## config.mk

```make
export PLATFORM = sky130hd
export DESIGN_NAME = bpb_top
export DESIGN_NICKNAME = d
export VERILOG_FILES = /design/src/core/bpb_pkg.sv /design/src/core/bpb_bitop.sv /design/src/core/bpb_port.sv /design/src/core/bpb_top.sv
export SDC_FILE = /design/constraint.sdc
export NUM_CORES = 1
export LEC_CHECK = 0
export ABC_AREA = 1
export BUFFER_PORTS_ARGS = -buffer_cell sky130_fd_sc_hd__buf_2
export CAP_MARGIN = 20
export CORE_ASPECT_RATIO = 0.5
export CORE_MARGIN = 2
export CORE_UTILIZATION = 47
export CTS_BUF_LIST = sky130_fd_sc_hd__clkbuf_4 sky130_fd_sc_hd__clkbuf_8 sky130_fd_sc_hd__clkbuf_16
export CTS_CLUSTER_DIAMETER = 200
export CTS_CLUSTER_SIZE = 10
export DETAILED_ROUTE_END_ITERATION = 10
export GPL_TIMING_DRIVEN = 0
export PLACE_DENSITY = 0.79
export SKIP_CTS_REPAIR_TIMING = 1
export SYNTH_ARGS = -nofsm -noshare
export SYNTH_HDL_FRONTEND = slang
export SYNTH_SLANG_ARGS = --single-unit
```

## constraint.sdc

```tcl
create_clock -name clk -period 1.6 [get_ports clk]
set_input_delay 0.08 -clock clk [delete_from_list [all_inputs] [get_ports clk]]
set_output_delay 0.08 -clock clk [all_outputs]
set_load 0.02 [all_outputs]
```

## src/core/bpb_pkg.sv

```systemverilog
// Shared constants for the bidirectional port bank.
package bpb_pkg;

    ////////////////////////////////////////////////////////////////////////////
    // File addresses of the port registers.
    localparam int BPB_ADDR_W = 5;
    localparam logic [4:0] BPB_FIRST_ADDR = 5'h05;
    localparam logic [4:0] BPB_SECOND_ADDR = 5'h06;
    localparam logic [4:0] BPB_THIRD_ADDR = 5'h07;

    ////////////////////////////////////////////////////////////////////////////
    // Widths and field positions.
    localparam int BPB_DATA_W = 8;
    localparam int BPB_FIRST_W = 4;
    localparam int BPB_PORT_W = 8;
    localparam int BPB_BIT_SEL_W = 3;
    localparam int BPB_FIRST_MSB = 3;
    localparam int BPB_UPPER_LSB = 4;

    ////////////////////////////////////////////////////////////////////////////
    // Values after reset, fixed read values and the bit mask seed.
    localparam logic [7:0] BPB_DIR_RESET = 8'hff;
    localparam logic [7:0] BPB_READ_ZERO = 8'h00;
    localparam logic [3:0] BPB_UPPER_ZERO = 4'h0;
    localparam logic [7:0] BPB_BIT_ONE = 8'h01;

endpackage

```

## src/core/bpb_bitop.sv

```systemverilog
// Bit set and bit clear of one byte for read-modify-write operations.
`timescale 1ns/1ps
module bpb_bitop
    import bpb_pkg::*;
(
    input logic [BPB_DATA_W-1:0] src,
    input logic [BPB_BIT_SEL_W-1:0] bit_sel,
    input logic bit_set,
    output logic [BPB_DATA_W-1:0] result
);

    logic [BPB_DATA_W-1:0] mask;

    assign mask = BPB_DATA_W'(BPB_BIT_ONE << bit_sel);
    assign result = bit_set ? (src | mask) : (src & ~mask);

endmodule

```

## src/core/bpb_port.sv

```systemverilog
// One port slice: output latches, direction bits and driver enables.
`timescale 1ns/1ps
module bpb_port
    import bpb_pkg::*;
#(
    parameter int WIDTH = BPB_PORT_W
)
(
    input logic clk,
    input logic sys_rst,
    input logic latch_wr,
    input logic [WIDTH-1:0] latch_val,
    input logic dir_wr,
    input logic [WIDTH-1:0] dir_val,
    output logic [WIDTH-1:0] latch_q,
    output logic [WIDTH-1:0] pin_oe
);

    logic [WIDTH-1:0] direction;

    ////////////////////////////////////////////////////////////////////////////
    // The latches take no reset, so a warm reset leaves driven levels intact.
    always_ff @(posedge clk) begin
        if (latch_wr) begin
            latch_q <= latch_val;
        end
    end

    ////////////////////////////////////////////////////////////////////////////
    always_ff @(posedge clk) begin
        if (sys_rst) begin
            direction <= WIDTH'(BPB_DIR_RESET);
        end else if (dir_wr) begin
            direction <= dir_val;
        end
    end

    // A one turns the driver off; each bit stands alone.
    assign pin_oe = ~direction;

endmodule

```

## src/core/bpb_top.sv

```systemverilog
// Bidirectional port bank with three ports behind the file register space.
`timescale 1ns/1ps

// Behaviour
// - Port reads return pin levels, not latches.
// - Any reset sets all direction bits.
// - First port has four pins; upper bits zero.
// - Second port has eight bidirectional pins.
// - Third port is pins or plain register.
// - Direction loads only from accumulator, write-only.
// - Direction one floats pin; zero drives latch.
// - Latches hold until written again.
// - Each pin direction is set independently.
// - Bit ops write back pins into latches.
// - Writes land at cycle end; reads sample pins at that same edge.
module bpb_top
    import bpb_pkg::*;
#(
    parameter logic THIRD_IS_IO = 1'b1
)
(
    input logic clk,
    input logic sys_rst,
    input logic [BPB_ADDR_W-1:0] reg_addr,
    input logic [BPB_DATA_W-1:0] acc_data,
    input logic wr_en,
    input logic bit_op_en,
    input logic bit_op_set,
    input logic [BPB_BIT_SEL_W-1:0] bit_sel,
    input logic dir_load_en,
    input logic rd_en,
    output logic [BPB_DATA_W-1:0] rd_data,
    output logic rd_hit,
    input logic [BPB_FIRST_W-1:0] first_port_pin_in,
    output logic [BPB_FIRST_W-1:0] first_port_pin_out,
    output logic [BPB_FIRST_W-1:0] first_port_pin_oe,
    input logic [BPB_PORT_W-1:0] second_port_pin_in,
    output logic [BPB_PORT_W-1:0] second_port_pin_out,
    output logic [BPB_PORT_W-1:0] second_port_pin_oe,
    input logic [BPB_PORT_W-1:0] third_port_pin_in,
    output logic [BPB_PORT_W-1:0] third_port_pin_out,
    output logic [BPB_PORT_W-1:0] third_port_pin_oe
);

    logic sel_first;
    logic sel_second;
    logic sel_third;
    logic sel_any;
    logic latch_op;
    logic [BPB_DATA_W-1:0] first_view;
    logic [BPB_DATA_W-1:0] second_view;
    logic [BPB_DATA_W-1:0] third_view;
    logic [BPB_DATA_W-1:0] port_view;
    logic [BPB_DATA_W-1:0] bit_result;
    logic [BPB_DATA_W-1:0] next_latch;
    logic [BPB_FIRST_W-1:0] first_latch;
    logic [BPB_PORT_W-1:0] second_latch;
    logic [BPB_PORT_W-1:0] third_latch;
    logic [BPB_PORT_W-1:0] third_oe_raw;
    logic [BPB_DATA_W-1:0] next_rd_data;

    ////////////////////////////////////////////////////////////////////////////
    // Address decode.
    assign sel_first = (reg_addr == BPB_FIRST_ADDR);
    assign sel_second = (reg_addr == BPB_SECOND_ADDR);
    assign sel_third = (reg_addr == BPB_THIRD_ADDR);
    assign sel_any = sel_first | sel_second | sel_third;

    // Writes are dropped during reset so the latches really keep their value.
    assign latch_op = !sys_rst && (wr_en || bit_op_en);

    ////////////////////////////////////////////////////////////////////////////
    // What the program sees when it reads each location.
    assign first_view = {BPB_UPPER_ZERO, first_port_pin_in};
    assign second_view = second_port_pin_in;
    // As a plain register the third location reads back its own storage.
    assign third_view = THIRD_IS_IO ? third_port_pin_in : third_latch;

    always_comb begin
        port_view = BPB_READ_ZERO;
        if (sel_first) begin
            port_view = first_view;
        end else if (sel_second) begin
            port_view = second_view;
        end else if (sel_third) begin
            port_view = third_view;
        end
    end

    ////////////////////////////////////////////////////////////////////////////
    // Bit operations start from the pins, so input latches pick up pin levels.
    bpb_bitop u_bitop (
        .src(port_view),
        .bit_sel(bit_sel),
        .bit_set(bit_op_set),
        .result(bit_result)
    );

    // A plain write outranks a bit operation issued in the same cycle.
    assign next_latch = wr_en ? acc_data : bit_result;

    ////////////////////////////////////////////////////////////////////////////
    // Port slices.
    bpb_port #(
        .WIDTH(BPB_FIRST_W)
    ) u_first (
        .clk(clk),
        .sys_rst(sys_rst),
        .latch_wr(latch_op && sel_first),
        .latch_val(next_latch[BPB_FIRST_MSB:0]),
        .dir_wr(dir_load_en && sel_first),
        .dir_val(acc_data[BPB_FIRST_MSB:0]),
        .latch_q(first_latch),
        .pin_oe(first_port_pin_oe)
    );

    bpb_port #(
        .WIDTH(BPB_PORT_W)
    ) u_second (
        .clk(clk),
        .sys_rst(sys_rst),
        .latch_wr(latch_op && sel_second),
        .latch_val(next_latch),
        .dir_wr(dir_load_en && sel_second),
        .dir_val(acc_data),
        .latch_q(second_latch),
        .pin_oe(second_port_pin_oe)
    );

    bpb_port #(
        .WIDTH(BPB_PORT_W)
    ) u_third (
        .clk(clk),
        .sys_rst(sys_rst),
        .latch_wr(latch_op && sel_third),
        .latch_val(next_latch),
        .dir_wr(dir_load_en && sel_third && THIRD_IS_IO),
        .dir_val(acc_data),
        .latch_q(third_latch),
        .pin_oe(third_oe_raw)
    );

    assign first_port_pin_out = first_latch;
    assign second_port_pin_out = second_latch;
    // Without pins the third location never drives anything outward.
    assign third_port_pin_out = THIRD_IS_IO ? third_latch : BPB_READ_ZERO;
    assign third_port_pin_oe = THIRD_IS_IO ? third_oe_raw : BPB_READ_ZERO;

    ////////////////////////////////////////////////////////////////////////////
    // Read path: pins are sampled at the edge that closes the read cycle.
    // Nothing holds the level, so a pulse shorter than that is missed.
    assign next_rd_data = port_view;

    always_ff @(posedge clk) begin
        if (sys_rst) begin
            rd_data <= BPB_READ_ZERO;
        end else if (rd_en) begin
            rd_data <= next_rd_data;
        end
    end

    always_ff @(posedge clk) begin
        if (sys_rst) begin
            rd_hit <= 1'b0;
        end else begin
            rd_hit <= rd_en && sel_any;
        end
    end

    ////////////////////////////////////////////////////////////////////////////
    // Checks.
    a_read_second_pins: assert property (
        @(posedge clk) disable iff (sys_rst)
        rd_en && sel_second |=> rd_data == $past(second_port_pin_in) && rd_hit
    ) else $error("second port read did not return pin levels");

    a_read_first_pins: assert property (
        @(posedge clk) disable iff (sys_rst)
        rd_en && sel_first |=>
            rd_data[7:BPB_UPPER_LSB] == BPB_UPPER_ZERO &&
            rd_data[BPB_FIRST_MSB:0] == $past(first_port_pin_in)
    ) else $error("first port read wrong or upper bits not zero");

    a_reset_floats_pins: assert property (
        @(posedge clk)
        sys_rst |=> first_port_pin_oe == BPB_UPPER_ZERO &&
            second_port_pin_oe == BPB_READ_ZERO && third_port_pin_oe == BPB_READ_ZERO
    ) else $error("a pin still drives after reset");

    a_write_second_latch: assert property (
        @(posedge clk) disable iff (sys_rst)
        wr_en && sel_second |=> second_port_pin_out == $past(acc_data)
    ) else $error("second port latch missed a write");

    a_third_variant: assert property (
        @(posedge clk) disable iff (sys_rst)
        !THIRD_IS_IO && rd_en && sel_third |=>
            rd_data == $past(third_latch) && third_port_pin_oe == BPB_READ_ZERO
    ) else $error("third location misbehaves as plain register");

    a_dir_only_by_load: assert property (
        @(posedge clk) disable iff (sys_rst)
        !dir_load_en ##1 !sys_rst |->
            $stable(second_port_pin_oe) && $stable(first_port_pin_oe)
    ) else $error("direction changed without a direction load");

    a_dir_bits_per_pin: assert property (
        @(posedge clk) disable iff (sys_rst)
        dir_load_en && sel_second |=> second_port_pin_oe == ~$past(acc_data)
    ) else $error("driver enables do not follow direction bits");

    a_latch_holds: assert property (
        @(posedge clk) disable iff (sys_rst)
        !(latch_op && sel_second) |=> $stable(second_port_pin_out)
    ) else $error("second port latch changed without a write");

    a_latch_warm_reset: assert property (
        @(posedge clk)
        sys_rst |=> $stable(second_port_pin_out) && $stable(first_port_pin_out)
    ) else $error("latch changed during reset");

    a_bit_set_rmw: assert property (
        @(posedge clk) disable iff (sys_rst)
        bit_op_en && bit_op_set && !wr_en && sel_second |=>
            second_port_pin_out ==
            ($past(second_port_pin_in) | BPB_DATA_W'(BPB_BIT_ONE << $past(bit_sel)))
    ) else $error("bit set did not write back pin levels");

    a_bit_clear_rmw: assert property (
        @(posedge clk) disable iff (sys_rst)
        bit_op_en && !bit_op_set && !wr_en && sel_second |=>
            second_port_pin_out ==
            ($past(second_port_pin_in) & ~BPB_DATA_W'(BPB_BIT_ONE << $past(bit_sel)))
    ) else $error("bit clear did not write back pin levels");

    a_read_before_write: assert property (
        @(posedge clk) disable iff (sys_rst)
        rd_en && wr_en && sel_second |=> rd_data == $past(second_port_pin_in)
    ) else $error("read in a write cycle did not see old pins");

    a_unmapped_read: assert property (
        @(posedge clk) disable iff (sys_rst)
        rd_en && !sel_any |=> rd_data == BPB_READ_ZERO && !rd_hit
    ) else $error("unmapped read not zero");

    a_dir_first_load: assert property (
        @(posedge clk) disable iff (sys_rst)
        dir_load_en && sel_first |=> first_port_pin_oe == ~$past(acc_data[BPB_FIRST_MSB:0])
    ) else $error("first port driver enables do not follow direction bits");

    a_dir_third_load: assert property (
        @(posedge clk) disable iff (sys_rst)
        THIRD_IS_IO && dir_load_en && sel_third |=> third_port_pin_oe == ~$past(acc_data)
    ) else $error("third port driver enables do not follow direction bits");

    a_plain_pins_dead: assert property (
        @(posedge clk) disable iff (sys_rst)
        !THIRD_IS_IO |->
            third_port_pin_oe == BPB_READ_ZERO && third_port_pin_out == BPB_READ_ZERO
    ) else $error("plain register drives its pins");

    a_write_first_latch: assert property (
        @(posedge clk) disable iff (sys_rst)
        wr_en && sel_first |=> first_port_pin_out == $past(acc_data[BPB_FIRST_MSB:0])
    ) else $error("first port latch missed a write");

    a_write_third_latch: assert property (
        @(posedge clk) disable iff (sys_rst)
        wr_en && sel_third |=> third_latch == $past(acc_data)
    ) else $error("third location missed a write");

    a_read_third_pins: assert property (
        @(posedge clk) disable iff (sys_rst)
        THIRD_IS_IO && rd_en && sel_third |=> rd_data == $past(third_port_pin_in)
    ) else $error("third port read did not return pin levels");

    a_hit_needs_read: assert property (
        @(posedge clk) disable iff (sys_rst)
        rd_hit |-> $past(rd_en) && $past(sel_any)
    ) else $error("read hit without a mapped read");

    a_read_data_holds: assert property (
        @(posedge clk) disable iff (sys_rst)
        !rd_en |=> $stable(rd_data)
    ) else $error("read data changed without a read");

    a_first_latch_holds: assert property (
        @(posedge clk) disable iff (sys_rst)
        !(latch_op && sel_first) |=> $stable(first_port_pin_out)
    ) else $error("first port latch changed without a write");

    a_third_latch_holds: assert property (
        @(posedge clk) disable iff (sys_rst)
        !(latch_op && sel_third) |=> $stable(third_latch)
    ) else $error("third location changed without a write");

    a_reset_clears_read: assert property (
        @(posedge clk)
        sys_rst |=> rd_data == BPB_READ_ZERO && !rd_hit
    ) else $error("read outputs not cleared by reset");

endmodule

```

Word level (Yosys, flattened, before mapping)
Index checks and enable logic that the tools add are counted.
{"block": "op_classes", "n_lt_le_gt_ge": 0, "addsub": 0, "n_mux": 5, "reduce_logical": 10, "shifts": 1, "div_mod_pow": 0, "mul": 0, "n_bitwise": 8, "eq_ne": 3}
{"operator": "$mux 8", "count": 5}
{"operator": "$not 8->8", "count": 3}
{"operator": "$eq 5x3->1 const B", "count": 3}
{"operator": "$and 8x8->8", "count": 1}
{"operator": "$logic_and 1x1->1", "count": 8}
{"operator": "$or 8x8->8", "count": 1}
{"operator": "$shl 1x3->8 const A", "count": 1}
{"operator": "$not 4->4", "count": 1}
{"operator": "$or 1x1->1", "count": 2}
{"operator": "$logic_not 1->1", "count": 1}
{"operator": "$logic_or 1x1->1", "count": 1}
{"block": "word_totals", "word_cells": 35, "in_bits": 43, "out_inout_bits": 49, "latchBits": 0, "mem_count": 0, "ramBits": 0, "reg_bits": 49, "rom_bits": 0}

Logic depth before layout (Yosys ltp)
{"block": "depth", "ltp_word": 7, "mapped_depth": 8, "mapped_depth_nobuf": 7}

By module
From an unflattened synthesis, not the netlist that was laid out.
{"block": "hier_totals", "cells_unflattened": 271, "hier_area_um2": 2287.2}
{"mod": "bpb_port (u_second ...)", "area_per_inst_um2": 549.3, "cells_per_inst": 51, "n_inst": 2, "seq_area_each_um2": 400.4}
{"mod": "bpb_top", "area_per_inst_um2": 694.4, "cells_per_inst": 103, "n_inst": 1, "seq_area_each_um2": 180.2}
{"mod": "bpb_port (u_first)", "area_per_inst_um2": 272.8, "cells_per_inst": 26, "n_inst": 1, "seq_area_each_um2": 200.2}
{"mod": "bpb_bitop", "area_per_inst_um2": 221.5, "cells_per_inst": 40, "n_inst": 1, "seq_area_each_um2": 0.0}

Worst setup path before layout
No wires, ideal clock.
{"block": "synth_path", "path_type": "input to register", "start": "input reg_addr[0]", "end": "register u_second.latch_q[0] (enable)", "required_time_ps": 1230, "arrival_time_ps": 1020, "path_slack_ps": 210, "setup_time_ps": 370, "path_buffers": 1, "cell_stages": 4, "cell_sequence": "nor2_1 -> nand3_1 -> buf_2 -> nor2_1"}
{"block": "synth_via", "elab_chain_len": 2}
{"element": "start: declaration", "line_no": "bpb_top.sv:24", "source": "input logic [BPB_ADDR_W-1:0] reg_addr,"}
{"element": "$eq 5x3->1", "line_no": "bpb_top.sv:65", "source": "assign sel_second = (reg_addr == BPB_SECOND_ADDR);"}
{"element": "$logic_and 1x1->1", "line_no": "bpb_top.sv:122", "source": ".latch_wr(latch_op && sel_second),"}
{"element": "named net u_second.latch_wr", "line_no": "bpb_port.sv:11", "source": "input logic latch_wr,"}
{"element": "end signal: assignment", "line_no": "bpb_port.sv:25", "source": "latch_q <= latch_val;"}
{"element": "end: declaration", "line_no": "bpb_port.sv:15", "source": "output logic [WIDTH-1:0] latch_q,"}
The timed path passes the listed nets, and every way through them passes these cells.
A chain may end at the register's enable or synchronous reset.

Final worst setup path
{"block": "layout_path", "start": "input sys_rst", "end": "register u_third.latch_q[1] (enable)"}
{"block": "layout_via", "elab_chain_len": 3}
{"element": "start: declaration", "line_no": "bpb_top.sv:23", "source": "input logic sys_rst,"}
{"element": "$logic_not 1->1", "line_no": "bpb_top.sv:70", "source": "assign latch_op = !sys_rst && (wr_en || bit_op_en);"}
{"element": "$logic_and 1x1->1", "line_no": "bpb_top.sv:70"}
{"element": "$logic_and 1x1->1", "line_no": "bpb_top.sv:135", "source": ".latch_wr(latch_op && sel_third),"}
{"element": "named net u_third.latch_wr", "line_no": "bpb_port.sv:11"}
{"element": "end signal: assignment", "line_no": "bpb_port.sv:25"}
{"element": "end: declaration", "line_no": "bpb_port.sv:15"}
The timed path passes the listed nets, and every way through them passes these cells.

==> summary.md <==
| Metric | Value |
|---|---|
| Commonest non-fill, non-tap cell in the layout | buf_2 |
| 1st-iter DRT viols | 47 |
| HP Class | primary input to flip-flop |
| #FFs+latches synth | 49 |
| Slew Limit Fails | 0 |
| Reg2reg end | rd_data[6] |
| Post-route ant nets | 0 |
| Largest net degree at the start of global routing | 16 |
| All-Layer GR Usage | 22.95% |
| Static Leak | 0.001449 µW |
| WL per Instance | 13.58 µm |
| Initial antenna violation count | 0 |
| Sequential fraction of the synthesis area | 53.67% |
| Worst Reg-to-Reg Cells | 4 |
| Final net count | 398 |
| Post-route DRC | 0 |
| CTS buffer count | 5 |
| Final Setup Violations | 0 |
| Post-synthesis adder-cell area fraction | 0% |
| Routability congestion estimate | 0.9333 |
| CTS tree | built |
| Number of I/O pins | 92 |
| CP Class | primary input to flip-flop |
| Congestion Overflow GR | 0 |
| Worst VDD drop | 0.4427 mV |
| CORE AREA | 4446 µm² |
| Worst rel slew slack | 49.98% |
| Tot Pwr | 2312 µW |
| Status | complete, no violations |
| Fin. Hold Viols | 0 |
| Final Util | between 60% and 70% |
| Clock Sinks | 49 |
| Die height | 52.39 µm |
| Mapped Avg Cell Area | 8.498 µm² |
| Fraction of the mapped netlist area in compound gates | 12.34% |
| First-pass GRT wire length | 9059 µm |
| Most frequent cells in the layout | buf_2 (90), nand2_1 (54), inv_1 (41) |
| Crit path DAT | 1.29 ns |
| Share of cells above drive strength 1 | between 30% and 40% |
| Die ar. | 5279 µm² |
| Critical path required time | 1.53 ns |
| Worst Min Path Start | acc_data[5] |
| Reg2Reg Setup Slack | between 0.9 and 1 ns |
| Vias in the first global route | ~2000 |
| Avg Vias per Cell | 4.983 |
| Synth Area in XOR/XNOR | 0% |
| Crit path to | u_third.latch_q[1] |
| Worst skew pair latency | 0.29 ns |
| Launching element type of the critical path | primary input |
| H-tree levels | 2 |
| Period utilisation layout | 84.66% |
| Num rows | 17 |
| Power Density | 824.0 nW/µm² |
| Worst r2r src | rd_data[6] |
| Mux cell area share after synthesis | 0% |
| Endpoint class of the critical path | flip-flop |
| Clock slew at reported path FFs | 0.09 ns |
| Max cap viols | 0 |
| Synth Area in Simple Gates | 24.62% |
| Clock buffer depth | 2 |
| Syn Inst Count | between 200 and 300 |
| Fmax | 738.2 MHz |
| CP startpoint | sys_rst |
| Synth unique cells | 21 |
| PortBufs | 89 |
| Drt pass-1 iters | 4 |
| N_diodes | 0 |
| Area delta synth->final | 27.52% |
| Starting Density | 49.51% |
| Post-Route WL | 5609 µm |
| Synthesized cell area | 2201 µm² |
| Worst Path Max Fanout | 8 |
| Clock skew | 0 ns |
| Tightest Pin Transition | around 0.75 ns |
| Synth warn | 0 |
| HPWL Detailed | 4478 µm |
| Unrepaired setup endpoints after global routing | false |
| Die width | ~100 µm |
| Combinational family with the most area after synthesis | simple AND/OR/NAND/NOR gates |
| Min Tclk post-route | 1.355 ns |
| Root Buffer | clkbuf_8 |
| Via count | between 2000 and 2500 |
| Syn Nets | a little over 300 |
==> worst max-delay path, cell delays in order <==
cell	delay, ns
buf_2	0.13
inv_1	0.22
o21ai_0	0.22
nor2_1	0.63
==> metal layers <==
metal  GRT usage, %  vias up  part of all wire [%]
met4          8.904        0                   2.0
met3          4.267       13                   4.1
li1               -     1053                     -
met2          37.78       48                    46
met1          30.48      944                    48
met5              0        -                     0
==> registers in the layout, indices dropped and copies added, names as in the netlist <==
register,cells
u_second.direction,8
u_third.direction,8
rd_data,8
u_first.latch_q,4
u_third.latch_q,8
u_second.latch_q,8
u_first.direction,4
rd_hit,1
==> how the worst min path moves through the flow <==
stage                           endpoint  depth (start not counted)
floorplan           u_third.direction[5]                          2
global placement    u_third.direction[5]                          3
detailed placement  u_third.direction[6]                          3
CTS                 u_third.direction[6]                          3
global route        u_third.direction[6]                          3
finish              u_third.direction[5]                          3
==> cell usage after synthesis <==
library cell   n  area share, %
inv_1         41            7.0
nand4_1        8            2.3
nand3_1       17            3.9
clkbuf_1       5           0.85
nor2_4         2            1.0
edfxtp_1      20             27
buf_2          1           0.23
nand3_2        1           0.45
o21ai_0       15            3.4
o211ai_2       2            1.1
inv_4          1           0.28
nand2_1       54            9.2
buf_4          1           0.34
buf_8          1           0.68
nor2_2         3           0.85
nor2_1        32            5.5
nor2_8         1           0.91
nand2_2        2           0.57
a31oi_1        1           0.28
dfxtp_1       29             26
o211ai_1      22            7.5
==> cell type report <==
type                            count  area, µm²
Buffer                              8      46.29
Clock buffer                        5      68.82
Clock inverter                      3      17.52
Fill cell                         419       1639
Inverter                           42      160.2
Multi-Input combinational cell    160      815.8
Sequential cell                    49       1181
Tap cell                           57      71.32
Timing Repair Buffer               89      445.4
==> power breakdown <==
group	switching (µW)	internal, µW	total, µW
combinational	173	93.2	266
clock	412	303	715
sequential	7.47	1320	1330
total	593	1720	2310
==> kinds of logic (layout without fill, tap and decap cells) <==
logic type,count (synthesis),after routing
AOI/OAI and AO/OA,40,40
and+or+nand+nor,120,120
DFF,49,49
buffers and inverters,50,147
==> through the flow <==
stage	setup TNS, ns	setup WS, ns	hold WS [ns]	area (µm²)	instances
finish	0	0.2454	0.01731	2806	413
global route	0	0.1386	0.01051	2806	413
CTS	0	0.09403	0.01338	2804	413
detailed placement	-2.411	-0.2269	0.3298	2718	405
global placement	-2.015	-0.2106	0.3263	2718	405
floorplan	0	0.2100	0.1889	2201	259
Power figures use the tool's default switching activity.
